==> config.mk <==
export PLATFORM = sky130hd
export DESIGN_NAME = fsg_top
export DESIGN_NICKNAME = d
export VERILOG_FILES = /design/src/common/fsg_pkg.sv /design/src/fsg_top.sv
export SDC_FILE = /design/constraint.sdc
export NUM_CORES = 1
export LEC_CHECK = 0
export ABC_AREA = 1
export BUFFER_PORTS_ARGS = -buffer_cell sky130_fd_sc_hd__buf_4
export CAP_MARGIN = 20
export CELL_PAD_IN_SITES_DETAIL_PLACEMENT = 0
export CELL_PAD_IN_SITES_GLOBAL_PLACEMENT = 1
export CORE_ASPECT_RATIO = 0.5
export CORE_MARGIN = 1
export CORE_UTILIZATION = 51
export DETAILED_ROUTE_END_ITERATION = 16
export GPL_TIMING_DRIVEN = 1
export PLACE_DENSITY_LB_ADDON = 0.12
export REMOVE_ABC_BUFFERS = 1
export SLEW_MARGIN = 40
export SYNTH_ARGS = -nofsm -noshare
export SYNTH_HDL_FRONTEND = slang
export SYNTH_SLANG_ARGS = --single-unit
==> constraint.sdc <==
create_clock -name pclk -period 10.46 [get_ports pclk]
set_input_delay 1.569 -clock pclk [delete_from_list [all_inputs] [get_ports pclk]]
set_output_delay 1.569 -clock pclk [all_outputs]
set_load 0.01 [all_outputs]
==> src/common/fsg_pkg.sv <==
// Package for the frame sync generator: register map, fields, carriers.
// Assumes a 32-bit APB master and one core clock pclk.
package fsg_pkg;
  localparam logic [7:0] OFF_A_CTL0 = 8'h00;
  localparam logic [7:0] OFF_A_CTL1 = 8'h04;
  localparam logic [7:0] OFF_B_CTL0 = 8'h08;
  localparam logic [7:0] OFF_B_CTL1 = 8'h0c;
  localparam logic [7:0] OFF_PW     = 8'h10;
  localparam logic [7:0] OFF_SYNC   = 8'h14;
  localparam logic [7:0] OFF_STAT   = 8'h18;
  localparam logic [31:0] RST_VAL   = 32'h0000_0000;
  localparam int DIV_LSB   = 0;
  localparam int DIV_W     = 20;
  localparam int PH_LSB    = 20;
  localparam int PH_HALF_W = 10;
  localparam int CLK_EN_B  = 31;
  localparam int FS_EN_B   = 30;
  localparam int SRC_B     = 30;
  localparam int PW_W      = 16;
  localparam int UNIT_B_SH = 16;
  localparam int STROBE_B  = 0;
  localparam int INV_B     = 1;
  localparam int TRIG_FS_B = 0;
  localparam int TRIG_CK_B = 1;
  localparam logic [19:0] BYPASS_MAX = 20'h00001;

  typedef struct packed {
    logic        fs_en;
    logic        src_sel;
    logic [19:0] div;
    logic [19:0] phase;
    logic [15:0] width;
    logic        one_shot;
    logic        invert;
    logic        trig_fs;
    logic        trig_clk;
  } fsg_cfg_t;

  typedef struct packed {
    logic crystal;
    logic ext_src;
    logic strobe;
    logic trigger;
  } fsg_in_t;
endpackage

==> src/fsg_top.sv <==
// Frame sync generator, two units, APB register file and unit logic.
// Inputs are synchronous samples of the clocks in the pclk domain.
// How it works
// - Divisor 0 or 1 selects bypass; larger values select divided mode.
// - Normal mode period equals the 20-bit divisor in source cycles.
// - Each unit enabled alone; source is crystal or its external input.
// - Bit 30 of second control register picks source; set selects external.
// - High time equals 16-bit width field, A low half, B high half.
// - Zero width gives half divisor, odd divisors rounded down.
// - Phase is 20 bits: upper from first, lower from second register.
// - Zero phase with matching setup makes clock and sync rise together.
// - Sync transition follows the clock start by phase source periods.
// - On enable counter starts as if divisor minus phase elapsed.
// - Pass-through bypass copies source, inverted when invert bit set.
// - One-shot bypass emits one strobe period each source period.
// - One-shot starts at second strobe rise after source edge.
// - Invert gives low pulse in low phase, else high in high.
// - Width bits above the two mode bits ignored in bypass.
// - Trigger enable holds the sync off until trigger rises.
// - Clock sync enable starts clock output on trigger rise.
// - Top bit of first control is clock enable, next is sync enable.
`timescale 1ns/10ps
`default_nettype none

module fsg_unit
  import fsg_pkg::*;
(
  input  wire logic     pclk,
  input  wire logic     presetn,
  input  wire fsg_cfg_t cfg,
  input  wire logic     clk_en,
  input  wire fsg_in_t  pins,
  output logic          fs_out,
  output logic          clk_go
);
  typedef enum logic [1:0] {FSG_OFF, FSG_WAIT, FSG_RUN} fsg_st_t;
  fsg_st_t st_q, st_d;
  logic src_q, stb_q, trg_q;
  logic [19:0] cnt_q, cnt_d;
  logic [1:0]  sc_q, sc_d;
  logic        os_q, os_d;
  logic        fs_d;
  logic        clk_go_d;
  wire src = cfg.src_sel ? pins.ext_src : pins.crystal;
  wire src_rise = src & ~src_q;
  wire src_fall = ~src & src_q;
  wire stb_rise = pins.strobe & ~stb_q;
  wire trg_rise = pins.trigger & ~trg_q;
  wire bypass = (cfg.div <= BYPASS_MAX);
  wire [19:0] half = {1'b0, cfg.div[19:1]};
  wire [19:0] hi_t = (cfg.width == 16'h0000) ? half : {4'h0, cfg.width};
  wire [19:0] pre = cfg.div - cfg.phase;
  wire [19:0] nxt = (cnt_q + 20'h00001 >= cfg.div) ? 20'h00000
                  : cnt_q + 20'h00001;
  wire arm_edge = cfg.invert ? src_fall : src_rise;

  always_comb begin
    st_d = st_q;
    cnt_d = cnt_q;
    sc_d = sc_q;
    os_d = os_q;
    fs_d = 1'b0;
    clk_go_d = clk_go;
    if (!clk_en)
      clk_go_d = 1'b0;
    else if (!cfg.trig_clk || trg_rise)
      clk_go_d = 1'b1;
    unique case (st_q)
      FSG_OFF: begin
        if (cfg.fs_en)
          st_d = cfg.trig_fs ? FSG_WAIT : FSG_RUN;
        cnt_d = (pre >= cfg.div) ? 20'h00000 : pre;
        sc_d = 2'd0;
        os_d = 1'b0;
      end
      FSG_WAIT: begin
        if (trg_rise)
          st_d = FSG_RUN;
      end
      FSG_RUN: begin
        if (src_rise)
          cnt_d = nxt;
        if (!bypass)
          fs_d = (cnt_d < hi_t);
        else if (!cfg.one_shot)
          fs_d = src ^ cfg.invert;
        else begin
          if (arm_edge) begin
            // Inverted: a coincident strobe rise counts as the first
            sc_d = (cfg.invert && stb_rise) ? 2'd1 : 2'd0;
            os_d = 1'b0;
          end else if (stb_rise && sc_q != 2'd3) begin
            sc_d = sc_q + 2'd1;
            os_d = (sc_q == 2'd1);
          end
          fs_d = os_d ^ cfg.invert;
        end
      end
      default: st_d = FSG_OFF;
    endcase
    if (!cfg.fs_en) begin
      st_d = FSG_OFF;
      fs_d = 1'b0;
    end
  end

  always_ff @(posedge pclk or negedge presetn) begin
    if (!presetn) begin
      st_q <= FSG_OFF;
      cnt_q <= 20'h00000;
      sc_q <= 2'd0;
      os_q <= 1'b0;
      src_q <= 1'b0;
      stb_q <= 1'b0;
      trg_q <= 1'b0;
      fs_out <= 1'b0;
      clk_go <= 1'b0;
    end else begin
      st_q <= st_d;
      cnt_q <= cnt_d;
      sc_q <= sc_d;
      os_q <= os_d;
      src_q <= src;
      stb_q <= pins.strobe;
      trg_q <= pins.trigger;
      fs_out <= fs_d;
      clk_go <= clk_go_d;
    end
  end
endmodule // fsg_unit

module fsg_top
  import fsg_pkg::*;
(
  input  wire logic        pclk,
  input  wire logic        presetn,
  input  wire logic        psel,
  input  wire logic        penable,
  input  wire logic        pwrite,
  input  wire logic [7:0]  paddr,
  input  wire logic [31:0] pwdata,
  output logic [31:0]      prdata,
  output logic             pready,
  output logic             pslverr,
  input  wire logic        crystal_clock_in,
  input  wire logic        ext_src_a,
  input  wire logic        ext_src_b,
  input  wire logic        strobe_width_in_a,
  input  wire logic        strobe_width_in_b,
  input  wire logic        external_trigger_in_a,
  input  wire logic        external_trigger_in_b,
  output logic             frame_sync_a,
  output logic             frame_sync_b,
  output logic             clock_enable_a,
  output logic             clock_enable_b
);
  logic [31:0] a0_q, a1_q, b0_q, b1_q, pw_q, sy_q;
  fsg_cfg_t cfg_a, cfg_b;
  fsg_in_t  in_a, in_b;
  logic fs_a, fs_b, go_a, go_b;

  wire setup  = psel & ~penable;
  wire wr     = psel & penable & pwrite;
  wire hit_a0 = paddr == OFF_A_CTL0;
  wire hit_a1 = paddr == OFF_A_CTL1;
  wire hit_b0 = paddr == OFF_B_CTL0;
  wire hit_b1 = paddr == OFF_B_CTL1;
  wire hit_pw = paddr == OFF_PW;
  wire hit_sy = paddr == OFF_SYNC;
  wire hit_st = paddr == OFF_STAT;
  wire mapped = hit_a0 | hit_a1 | hit_b0 | hit_b1 | hit_pw | hit_sy
              | hit_st;
  wire [31:0] rd_mux =
      hit_a0 ? a0_q : hit_a1 ? a1_q : hit_b0 ? b0_q : hit_b1 ? b1_q :
      hit_pw ? pw_q : hit_sy ? sy_q :
      hit_st ? {28'h0, go_b, go_a, fs_b, fs_a} : 32'h0;

  assign cfg_a = '{fs_en: a0_q[FS_EN_B], src_sel: a1_q[SRC_B],
    div: a0_q[DIV_LSB +: DIV_W],
    phase: {a0_q[PH_LSB +: PH_HALF_W], a1_q[PH_LSB +: PH_HALF_W]},
    width: pw_q[0 +: PW_W], one_shot: pw_q[STROBE_B],
    invert: pw_q[INV_B], trig_fs: sy_q[TRIG_FS_B],
    trig_clk: sy_q[TRIG_CK_B]};
  assign cfg_b = '{fs_en: b0_q[FS_EN_B], src_sel: b1_q[SRC_B],
    div: b0_q[DIV_LSB +: DIV_W],
    phase: {b0_q[PH_LSB +: PH_HALF_W], b1_q[PH_LSB +: PH_HALF_W]},
    width: pw_q[UNIT_B_SH +: PW_W], one_shot: pw_q[UNIT_B_SH + STROBE_B],
    invert: pw_q[UNIT_B_SH + INV_B], trig_fs: sy_q[UNIT_B_SH + TRIG_FS_B],
    trig_clk: sy_q[UNIT_B_SH + TRIG_CK_B]};
  assign in_a = '{crystal: crystal_clock_in, ext_src: ext_src_a,
    strobe: strobe_width_in_a, trigger: external_trigger_in_a};
  assign in_b = '{crystal: crystal_clock_in, ext_src: ext_src_b,
    strobe: strobe_width_in_b, trigger: external_trigger_in_b};

  always_ff @(posedge pclk or negedge presetn) begin
    if (!presetn) begin
      a0_q <= RST_VAL;
      a1_q <= RST_VAL;
      b0_q <= RST_VAL;
      b1_q <= RST_VAL;
      pw_q <= RST_VAL;
      sy_q <= RST_VAL;
      prdata <= RST_VAL;
      pready <= 1'b0;
      pslverr <= 1'b0;
    end else begin
      // No wait state: answer registered in setup, given in first access cycle
      pready <= setup;
      pslverr <= setup & ~(mapped & ~(pwrite & hit_st));
      prdata <= (setup & ~pwrite) ? rd_mux : RST_VAL;
      if (wr && pready) begin
        if (hit_a0) a0_q <= pwdata;
        if (hit_a1) a1_q <= pwdata;
        if (hit_b0) b0_q <= pwdata;
        if (hit_b1) b1_q <= pwdata;
        if (hit_pw) pw_q <= pwdata;
        if (hit_sy) sy_q <= pwdata;
      end
    end
  end

  fsg_unit u_a (.pclk(pclk), .presetn(presetn), .cfg(cfg_a),
    .clk_en(a0_q[CLK_EN_B]), .pins(in_a), .fs_out(fs_a), .clk_go(go_a));
  fsg_unit u_b (.pclk(pclk), .presetn(presetn), .cfg(cfg_b),
    .clk_en(b0_q[CLK_EN_B]), .pins(in_b), .fs_out(fs_b), .clk_go(go_b));

  always_ff @(posedge pclk or negedge presetn) begin
    if (!presetn) begin
      frame_sync_a <= 1'b0;
      frame_sync_b <= 1'b0;
      clock_enable_a <= 1'b0;
      clock_enable_b <= 1'b0;
    end else begin
      frame_sync_a <= fs_a;
      frame_sync_b <= fs_b;
      clock_enable_a <= go_a;
      clock_enable_b <= go_b;
    end
  end
endmodule // fsg_top
`default_nettype wire

# Word-level counts from Yosys, hierarchy flattened
# Cells that the tools add are included.
# word_totals
regBits	290
inputBits	52
out_inout_bits	38
word_cells	208
# classes
addsub	6
n_lt_le_gt_ge	8
eq_ne	26
muxes	72
n_bitwise	37
reduce_logical	28
# ops
cell	count
32-bit 2-to-1 mux	7
20-bit 2-to-1 mux	8
20-bit >= comparator	4
20-bit one-hot mux with 2 select lines	2
20-bit by 1-bit adder with 20-bit output, second input constant	2
20-bit by 1-bit less-or-equal comparator with 1-bit output, second input constant	2
20-bit < comparator	2
20-bit subtractor	2
19-bit 2-to-1 mux	2
16-bit zero test	2
1-bit 2-to-1 mux	32
2-bit 2-to-1 mux	14
8-bit by 5-bit == test with 1-bit output, second input constant	3
8-bit by 4-bit == test with 1-bit output, second input constant	2
2-bit AND reduction	8
1-bit bitwise AND	15
2-bit != test, second input constant	6
1-bit NOT	12
2-bit one-hot mux with 3 select lines	2
2-bit by 1-bit == test with 1-bit output, second input constant	4
8-bit by 3-bit == test with 1-bit output, second input constant	1
8-bit zero test	1
2-bit by 1-bit != test with 1-bit output, second input constant	4
2-bit one-hot mux with 2 select lines	2
other kinds (15)	38

# Depth between registers and ports, before layout
# depth
ltp_word	13
ltp_mapped	33
ltp_nobuf	32

# By module
# Synthesis repeated with hierarchy kept, for this count alone.
# unflattened
cells_unflattened	2557
area_unflattened_um2	19603.8
# modules_own_cells
module	instances	cells_each	area_per_inst_um2	seq_area_each_um2
fsg_top	1	1147	10287.4	5755.5
fsg_unit at u_b	1	712	4663.2	750.7
fsg_unit at u_a	1	698	4653.2	750.7

# Worst setup path after synthesis
# No wires, ideal clock.
# synth_path
kind	register -> register
startpoint	register u_a.cnt_q[0]
endpoint	register u_a.fs_out
setup_time_ns	0.077
arrival_ns	3.806
required_time_ns	10.383
slack_ns	6.576
path_stages_with_launch	33
n_path_buf	1
synth_period_minus_slack_ns	3.884
path_cell_list	dfrtp_1 > ha_1 > nand2_2 > nor2_4 > nand3_2 > nor2_4 > nand3_4 > nor2_4 > nand2_2 > nor2_4 > xor2_2 > ha_1 > nand2_1 > inv_1 > nand3_1 > inv_1 > nand2_1 > a21oi_1 > nor2_2 > nand2_2 > inv_2 > buf_4 > a22o_1 > ha_1 > a21oi_1 > o21ai_0 > a21oi_1 > nor2_1 > o21ai_0 > nand2_1 > nor2_1 > nand2_1 > a21oi_1
# synth_between
elab_chain_len	9
# synth_lines
item	line_no	rtl
start, declared	fsg_top.sv:39	logic [19:0] cnt_q, cnt_d;
start signal, assigned	fsg_top.sv:120	cnt_q <= cnt_d;
20-bit by 1-bit adder with 20-bit output	fsg_top.sv:53, fsg_top.sv:54	
20-bit >= comparator	fsg_top.sv:53	wire [19:0] nxt = (cnt_q + 20'h00001 >= cfg.div) ? 20'h00000
20-bit 2-to-1 mux	fsg_top.sv:53	
20-bit 2-to-1 mux *	fsg_top.sv:81	if (src_rise)
20-bit 2-to-1 mux *	fsg_top.sv:68	unique case (st_q)
20-bit < comparator *	fsg_top.sv:84	fs_d = (cnt_d < hi_t);
1-bit 2-to-1 mux *	fsg_top.sv:83	if (!bypass)
1-bit 2-to-1 mux *	fsg_top.sv:68	
1-bit 2-to-1 mux *	fsg_top.sv:101	if (!cfg.fs_en) begin
named net u_a.fs_d	fsg_top.sv:42	logic fs_d;
end signal, assigned	fsg_top.sv:126	fs_out <= fs_d;
end, declared	fsg_top.sv:33	output logic fs_out,
# Mark *: on every way through the listed nets, which the timed path passes. The rest lies on a longest branch. The select of a mux whose other input is x is not followed.
# A chain may end at the register's enable or synchronous reset.

# Worst setup path in the final report
# layout_path
startpoint	register u_b.cnt_q[0]
endpoint	register u_b.fs_out
# layout_between
elab_chain_len	9
# layout_lines
item	line_no
start, declared	fsg_top.sv:39
start signal, assigned	fsg_top.sv:120
20-bit by 1-bit adder with 20-bit output	fsg_top.sv:53, fsg_top.sv:54
20-bit >= comparator	fsg_top.sv:53
20-bit 2-to-1 mux	fsg_top.sv:53
20-bit 2-to-1 mux *	fsg_top.sv:81
20-bit 2-to-1 mux *	fsg_top.sv:68
20-bit < comparator *	fsg_top.sv:84
1-bit 2-to-1 mux *	fsg_top.sv:83
1-bit 2-to-1 mux *	fsg_top.sv:68
1-bit 2-to-1 mux *	fsg_top.sv:101
named net u_b.fs_d	fsg_top.sv:42
end signal, assigned	fsg_top.sv:126
end, declared	fsg_top.sv:33
# Marked as above.

==> flow_results.xml <==
<?xml version="1.0" encoding="UTF-8"?>
<metrics>
  <group name="routing">
    <metric name="detail_route.drc_violations" unit="">0</metric>
    <metric name="route.vias.total" unit="">17000</metric>
    <metric name="antenna_violating_nets_post_route" unit="">0</metric>
    <metric name="routed_wl" unit="mm">61.2</metric>
    <metric name="detail_route.iter0.violations" unit="">1534</metric>
    <metric name="firstDrtPassIters" unit="">5</metric>
    <metric name="detail_route.vias_per_cell" unit="">5.76</metric>
    <metric name="routed_wire_length_per_instance" unit="um">20.7</metric>
  </group>
  <group name="global_routing">
    <metric name="grt_remaining_overflow" unit="">0</metric>
    <metric name="grt_start_max_net_pins" unit="">94</metric>
    <metric name="grt_usage" unit="%">32.4</metric>
    <metric name="grt_first_pass_wirelength" unit="mm">92.0</metric>
    <metric name="antenna_found_initial" unit="">2</metric>
    <metric name="first_global_vias" unit="">15600</metric>
  </group>
  <group name="yosys">
    <metric name="postSynth.asyncResetShare" unit="%">100</metric>
    <metric name="cell_area_synth" unit="um2">18800</metric>
    <metric name="synth.cells.most_frequent" unit="">sky130_fd_sc_hd__nand2_1, sky130_fd_sc_hd__inv_1, sky130_fd_sc_hd__dfrtp_1</metric>
    <metric name="synth_most_common_cell" unit="">sky130_fd_sc_hd__nand2_1</metric>
    <metric name="yosysWarningCount" unit="">0</metric>
    <metric name="synth_area_leader_cell" unit="">sky130_fd_sc_hd__dfrtp_1</metric>
    <metric name="mean_instance_size_in_the_synthesized_netlist" unit="um2">7.84</metric>
    <metric name="synth.yosys.seq_area_share" unit="%">38.5</metric>
    <metric name="syn_inst" unit="">2401</metric>
    <metric name="post_synth_main_area_contributors" unit="">sky130_fd_sc_hd__dfrtp_1, sky130_fd_sc_hd__nand2_1, sky130_fd_sc_hd__ha_1, sky130_fd_sc_hd__o21ai_0, sky130_fd_sc_hd__inv_1</metric>
    <metric name="number_of_enable_type_register_cells_in_the_synthesized_netlist" unit="">0</metric>
    <metric name="synthDominantCellAreaShare" unit="%">38.5</metric>
    <metric name="yosys_register_bits" unit="">290</metric>
    <metric name="ys_dominant_reg_cell" unit="">sky130_fd_sc_hd__dfrtp_1</metric>
    <metric name="post_synth_num_cell_types" unit="">67</metric>
  </group>
  <group name="clock_network">
    <metric name="clock_tree.htree_level_count" unit="">1</metric>
    <metric name="cts_inserted_buffers" unit="">28</metric>
    <metric name="postCtsSetupBuffers" unit="">0</metric>
    <metric name="cts-root-to-sink-buffers" unit="">3</metric>
    <metric name="cts.hold.buffers_added" unit="">0</metric>
    <metric name="cts.clk_slew.worst_paths" unit="ns">0.07</metric>
    <metric name="ctsRootBufferMaster" unit="">sky130_fd_sc_hd__clkbuf_16</metric>
    <metric name="clkSinkCount" unit="">290</metric>
    <metric name="cts.repair.resized" unit="">0</metric>
    <metric name="clock_insertion_delay_worst_skew" unit="ns">0.58</metric>
    <metric name="cts_tree" unit="">done</metric>
  </group>
  <group name="flow_run">
    <metric name="timing.max_cap.violations" unit="">0</metric>
  </group>
  <group name="timing">
    <metric name="final_max_slew_viol_count" unit="">0</metric>
    <metric name="fmax" unit="MHz">214</metric>
    <metric name="post-route-min-period" unit="ns">4.67</metric>
    <metric name="timing_hold_violations_final" unit="">0</metric>
    <metric name="setup_tns" unit="ns">0</metric>
    <metric name="worstMarginPinSlew" unit="ns">0.806</metric>
    <metric name="finalCritPeriodShare" unit="%">44.6</metric>
    <metric name="holdWs" unit="ns">0.430</metric>
    <metric name="max-slew-margin-rel" unit="%">46.0</metric>
    <metric name="grt_setup_unrepaired" unit="">no</metric>
    <metric name="report.final.setup_viol" unit="">0</metric>
    <metric name="skew" unit="ns">0.0162</metric>
  </group>
  <group name="worst_setup_path">
    <metric name="worst-endpoint-required" unit="ns">10.96</metric>
    <metric name="reg2reg_depth" unit="">30</metric>
    <metric name="family_with_the_most_delay_on_the_worst_path" unit="">simple AND/OR/NAND/NOR gates</metric>
    <metric name="critical_path.max_fanout" unit="">15</metric>
    <metric name="critPathCaptureType" unit="">flip-flop</metric>
    <metric name="cpMaxStageDelayCell" unit="">sky130_fd_sc_hd__dfrtp_1</metric>
    <metric name="setup.worst_path.start_class" unit="">flip-flop</metric>
    <metric name="critical_path_buf_inv_count" unit="">2</metric>
    <metric name="setup.worst_path.class" unit="">flip-flop to flip-flop</metric>
    <metric name="cp.arrival" unit="ns">5.16</metric>
    <metric name="crit_cells" unit="">30</metric>
    <metric name="cpPeakStageDelay" unit="ns">0.47</metric>
  </group>
  <group name="placement">
    <metric name="place.detailed.hpwl" unit="mm">46.6</metric>
    <metric name="gp_congestion" unit="">0.939</metric>
    <metric name="dp.cells" unit="">2903</metric>
    <metric name="portBuffers" unit="">89</metric>
  </group>
  <group name="power_and_ir_drop">
    <metric name="power_density" unit="nW/um2">128</metric>
    <metric name="power.ir.vdd_worst" unit="mV">0.109</metric>
    <metric name="power.leakage" unit="nW">10.3</metric>
  </group>
  <group name="final_layout">
    <metric name="post_route_cells_drive_above_1_share" unit="%">9.48</metric>
    <metric name="finish.net_count" unit="">2663</metric>
    <metric name="final-instance-count-excl-fill" unit="">2954</metric>
    <metric name="fin_util" unit="%">57.9</metric>
    <metric name="syn_to_final_growth" unit="%">11.1</metric>
  </group>
  <group name="floorplanning">
    <metric name="fp.dieW" unit="um">274</metric>
    <metric name="die_h" unit="um">138</metric>
    <metric name="fp.dieArea" unit="um2">37700</metric>
    <metric name="rows" unit="">49</metric>
    <metric name="design.core.area" unit="um2">36100</metric>
    <metric name="initial_util" unit="%">52.1</metric>
    <metric name="io-pin-count" unit="">90</metric>
  </group>
  <group name="run_status">
    <metric name="status" unit="">complete, no violations</metric>
  </group>
  <group name="min_path">
    <metric name="hold-path-cell-count" unit="">0</metric>
    <metric name="hold_path_class" unit="">flip-flop to flip-flop</metric>
  </group>
</metrics>
-- flip-flops by register name, summed over array words and instances (netlist names), 2 cells and up --
name       flops
pw_q          32
sy_q          32
u_a.sc_q       2
u_b.cnt_q     20
b0_q          32
prdata        32
a0_q          32
u_b.st_q       2
u_b.sc_q       2
a1_q          32
u_a.st_q       2
b1_q          32
u_a.cnt_q     20
-- power breakdown --
group	internal [mW]	switching (mW)	total [mW]
sequential	1.13	0.0157	1.15
clock	0.605	0.477	1.08
combinational	0.143	0.297	0.440
-- kinds of logic after synthesis --
group	count (synthesis)	share of synthesized area, %
AOI/OAI and AO/OA	630	19.5
and+or+nand+nor	857	19.8
DFF	290	38.5
xor gates and xnor gates	66	3.15
buffers and inverters	394	8.05
adders and majority gates	162	10.8
muxes	2	0.120
-- cells in the final DEF (no fill, tap or decap), types with 18 or more instances in the layout --
cell | netlist | layout
sky130_fd_sc_hd__ha_1 | 160 | 160
sky130_fd_sc_hd__nor3_1 | 27 | 26
sky130_fd_sc_hd__nand2_1 | 548 | 544
sky130_fd_sc_hd__a221oi_1 | 28 | 28
sky130_fd_sc_hd__a21oi_1 | 150 | 150
sky130_fd_sc_hd__buf_4 | 3 | 96
sky130_fd_sc_hd__xor2_1 | 53 | 53
sky130_fd_sc_hd__a22oi_1 | 23 | 23
sky130_fd_sc_hd__clkbuf_16 | 0 | 28
sky130_fd_sc_hd__inv_1 | 295 | 295
sky130_fd_sc_hd__nand3_1 | 67 | 67
sky130_fd_sc_hd__o21ai_0 | 282 | 282
sky130_fd_sc_hd__o22ai_1 | 19 | 19
sky130_fd_sc_hd__nand4_1 | 29 | 29
sky130_fd_sc_hd__o211ai_1 | 51 | 51
sky130_fd_sc_hd__nor2_1 | 128 | 125
sky130_fd_sc_hd__dfrtp_1 | 290 | 289
sky130_fd_sc_hd__o21ai_1 | 18 | 18
-- path summary, 6_finish.rpt --
check                                          from                   endpoint  slack (ns)
setup / recovery           u_b.cnt_q[0]$_DFFE_PN0P_       u_b.fs_out$_DFF_PN0_        5.79
hold / removal               u_a.clk_go$_DFFE_PN0P_   clock_enable_a$_DFF_PN0_        0.43
setup reg to reg           u_b.cnt_q[0]$_DFFE_PN0P_       u_b.fs_out$_DFF_PN0_        5.79
hold reg to reg              u_a.clk_go$_DFFE_PN0P_   clock_enable_a$_DFF_PN0_        0.43
max in group asynchronous                   presetn  u_b.cnt_q[14]$_DFFE_PN0P_        8.22
min in group asynchronous                   presetn        u_a.stb_q$_DFF_PN0_        0.92
-- through the flow --
step	total power, mW	cell area [um2]	setup slack (ns)
finish	2.67	20900	5.79
global route	2.78	20900	5.36
CTS	2.69	20900	5.81
detailed placement	1.61	20000	5.78
global placement	1.60	19900	5.80
floorplan	1.45	18500	5.90
-- per-layer routing --
layer	global-route usage [%]	vias to the layer above	part of all wire [%]
li1	-	8219	-
met1	46.5	8119	46
met2	49.3	600	43
met3	7.31	84	8.5
met4	8.44	0	2.8
met5	0	-	0
-- area by class of cell --
type	count	area, um2
diodes	1	2.50
multi-input cells	1717	10100
fillers	3433	15200
clock inverters	13	170
clock buffers	37	785
repair buffers	100	811
flip-flops and latches	290	7260
inverters	312	1170
well taps	484	606
Note: power is estimated with default switching activity, not from simulation.
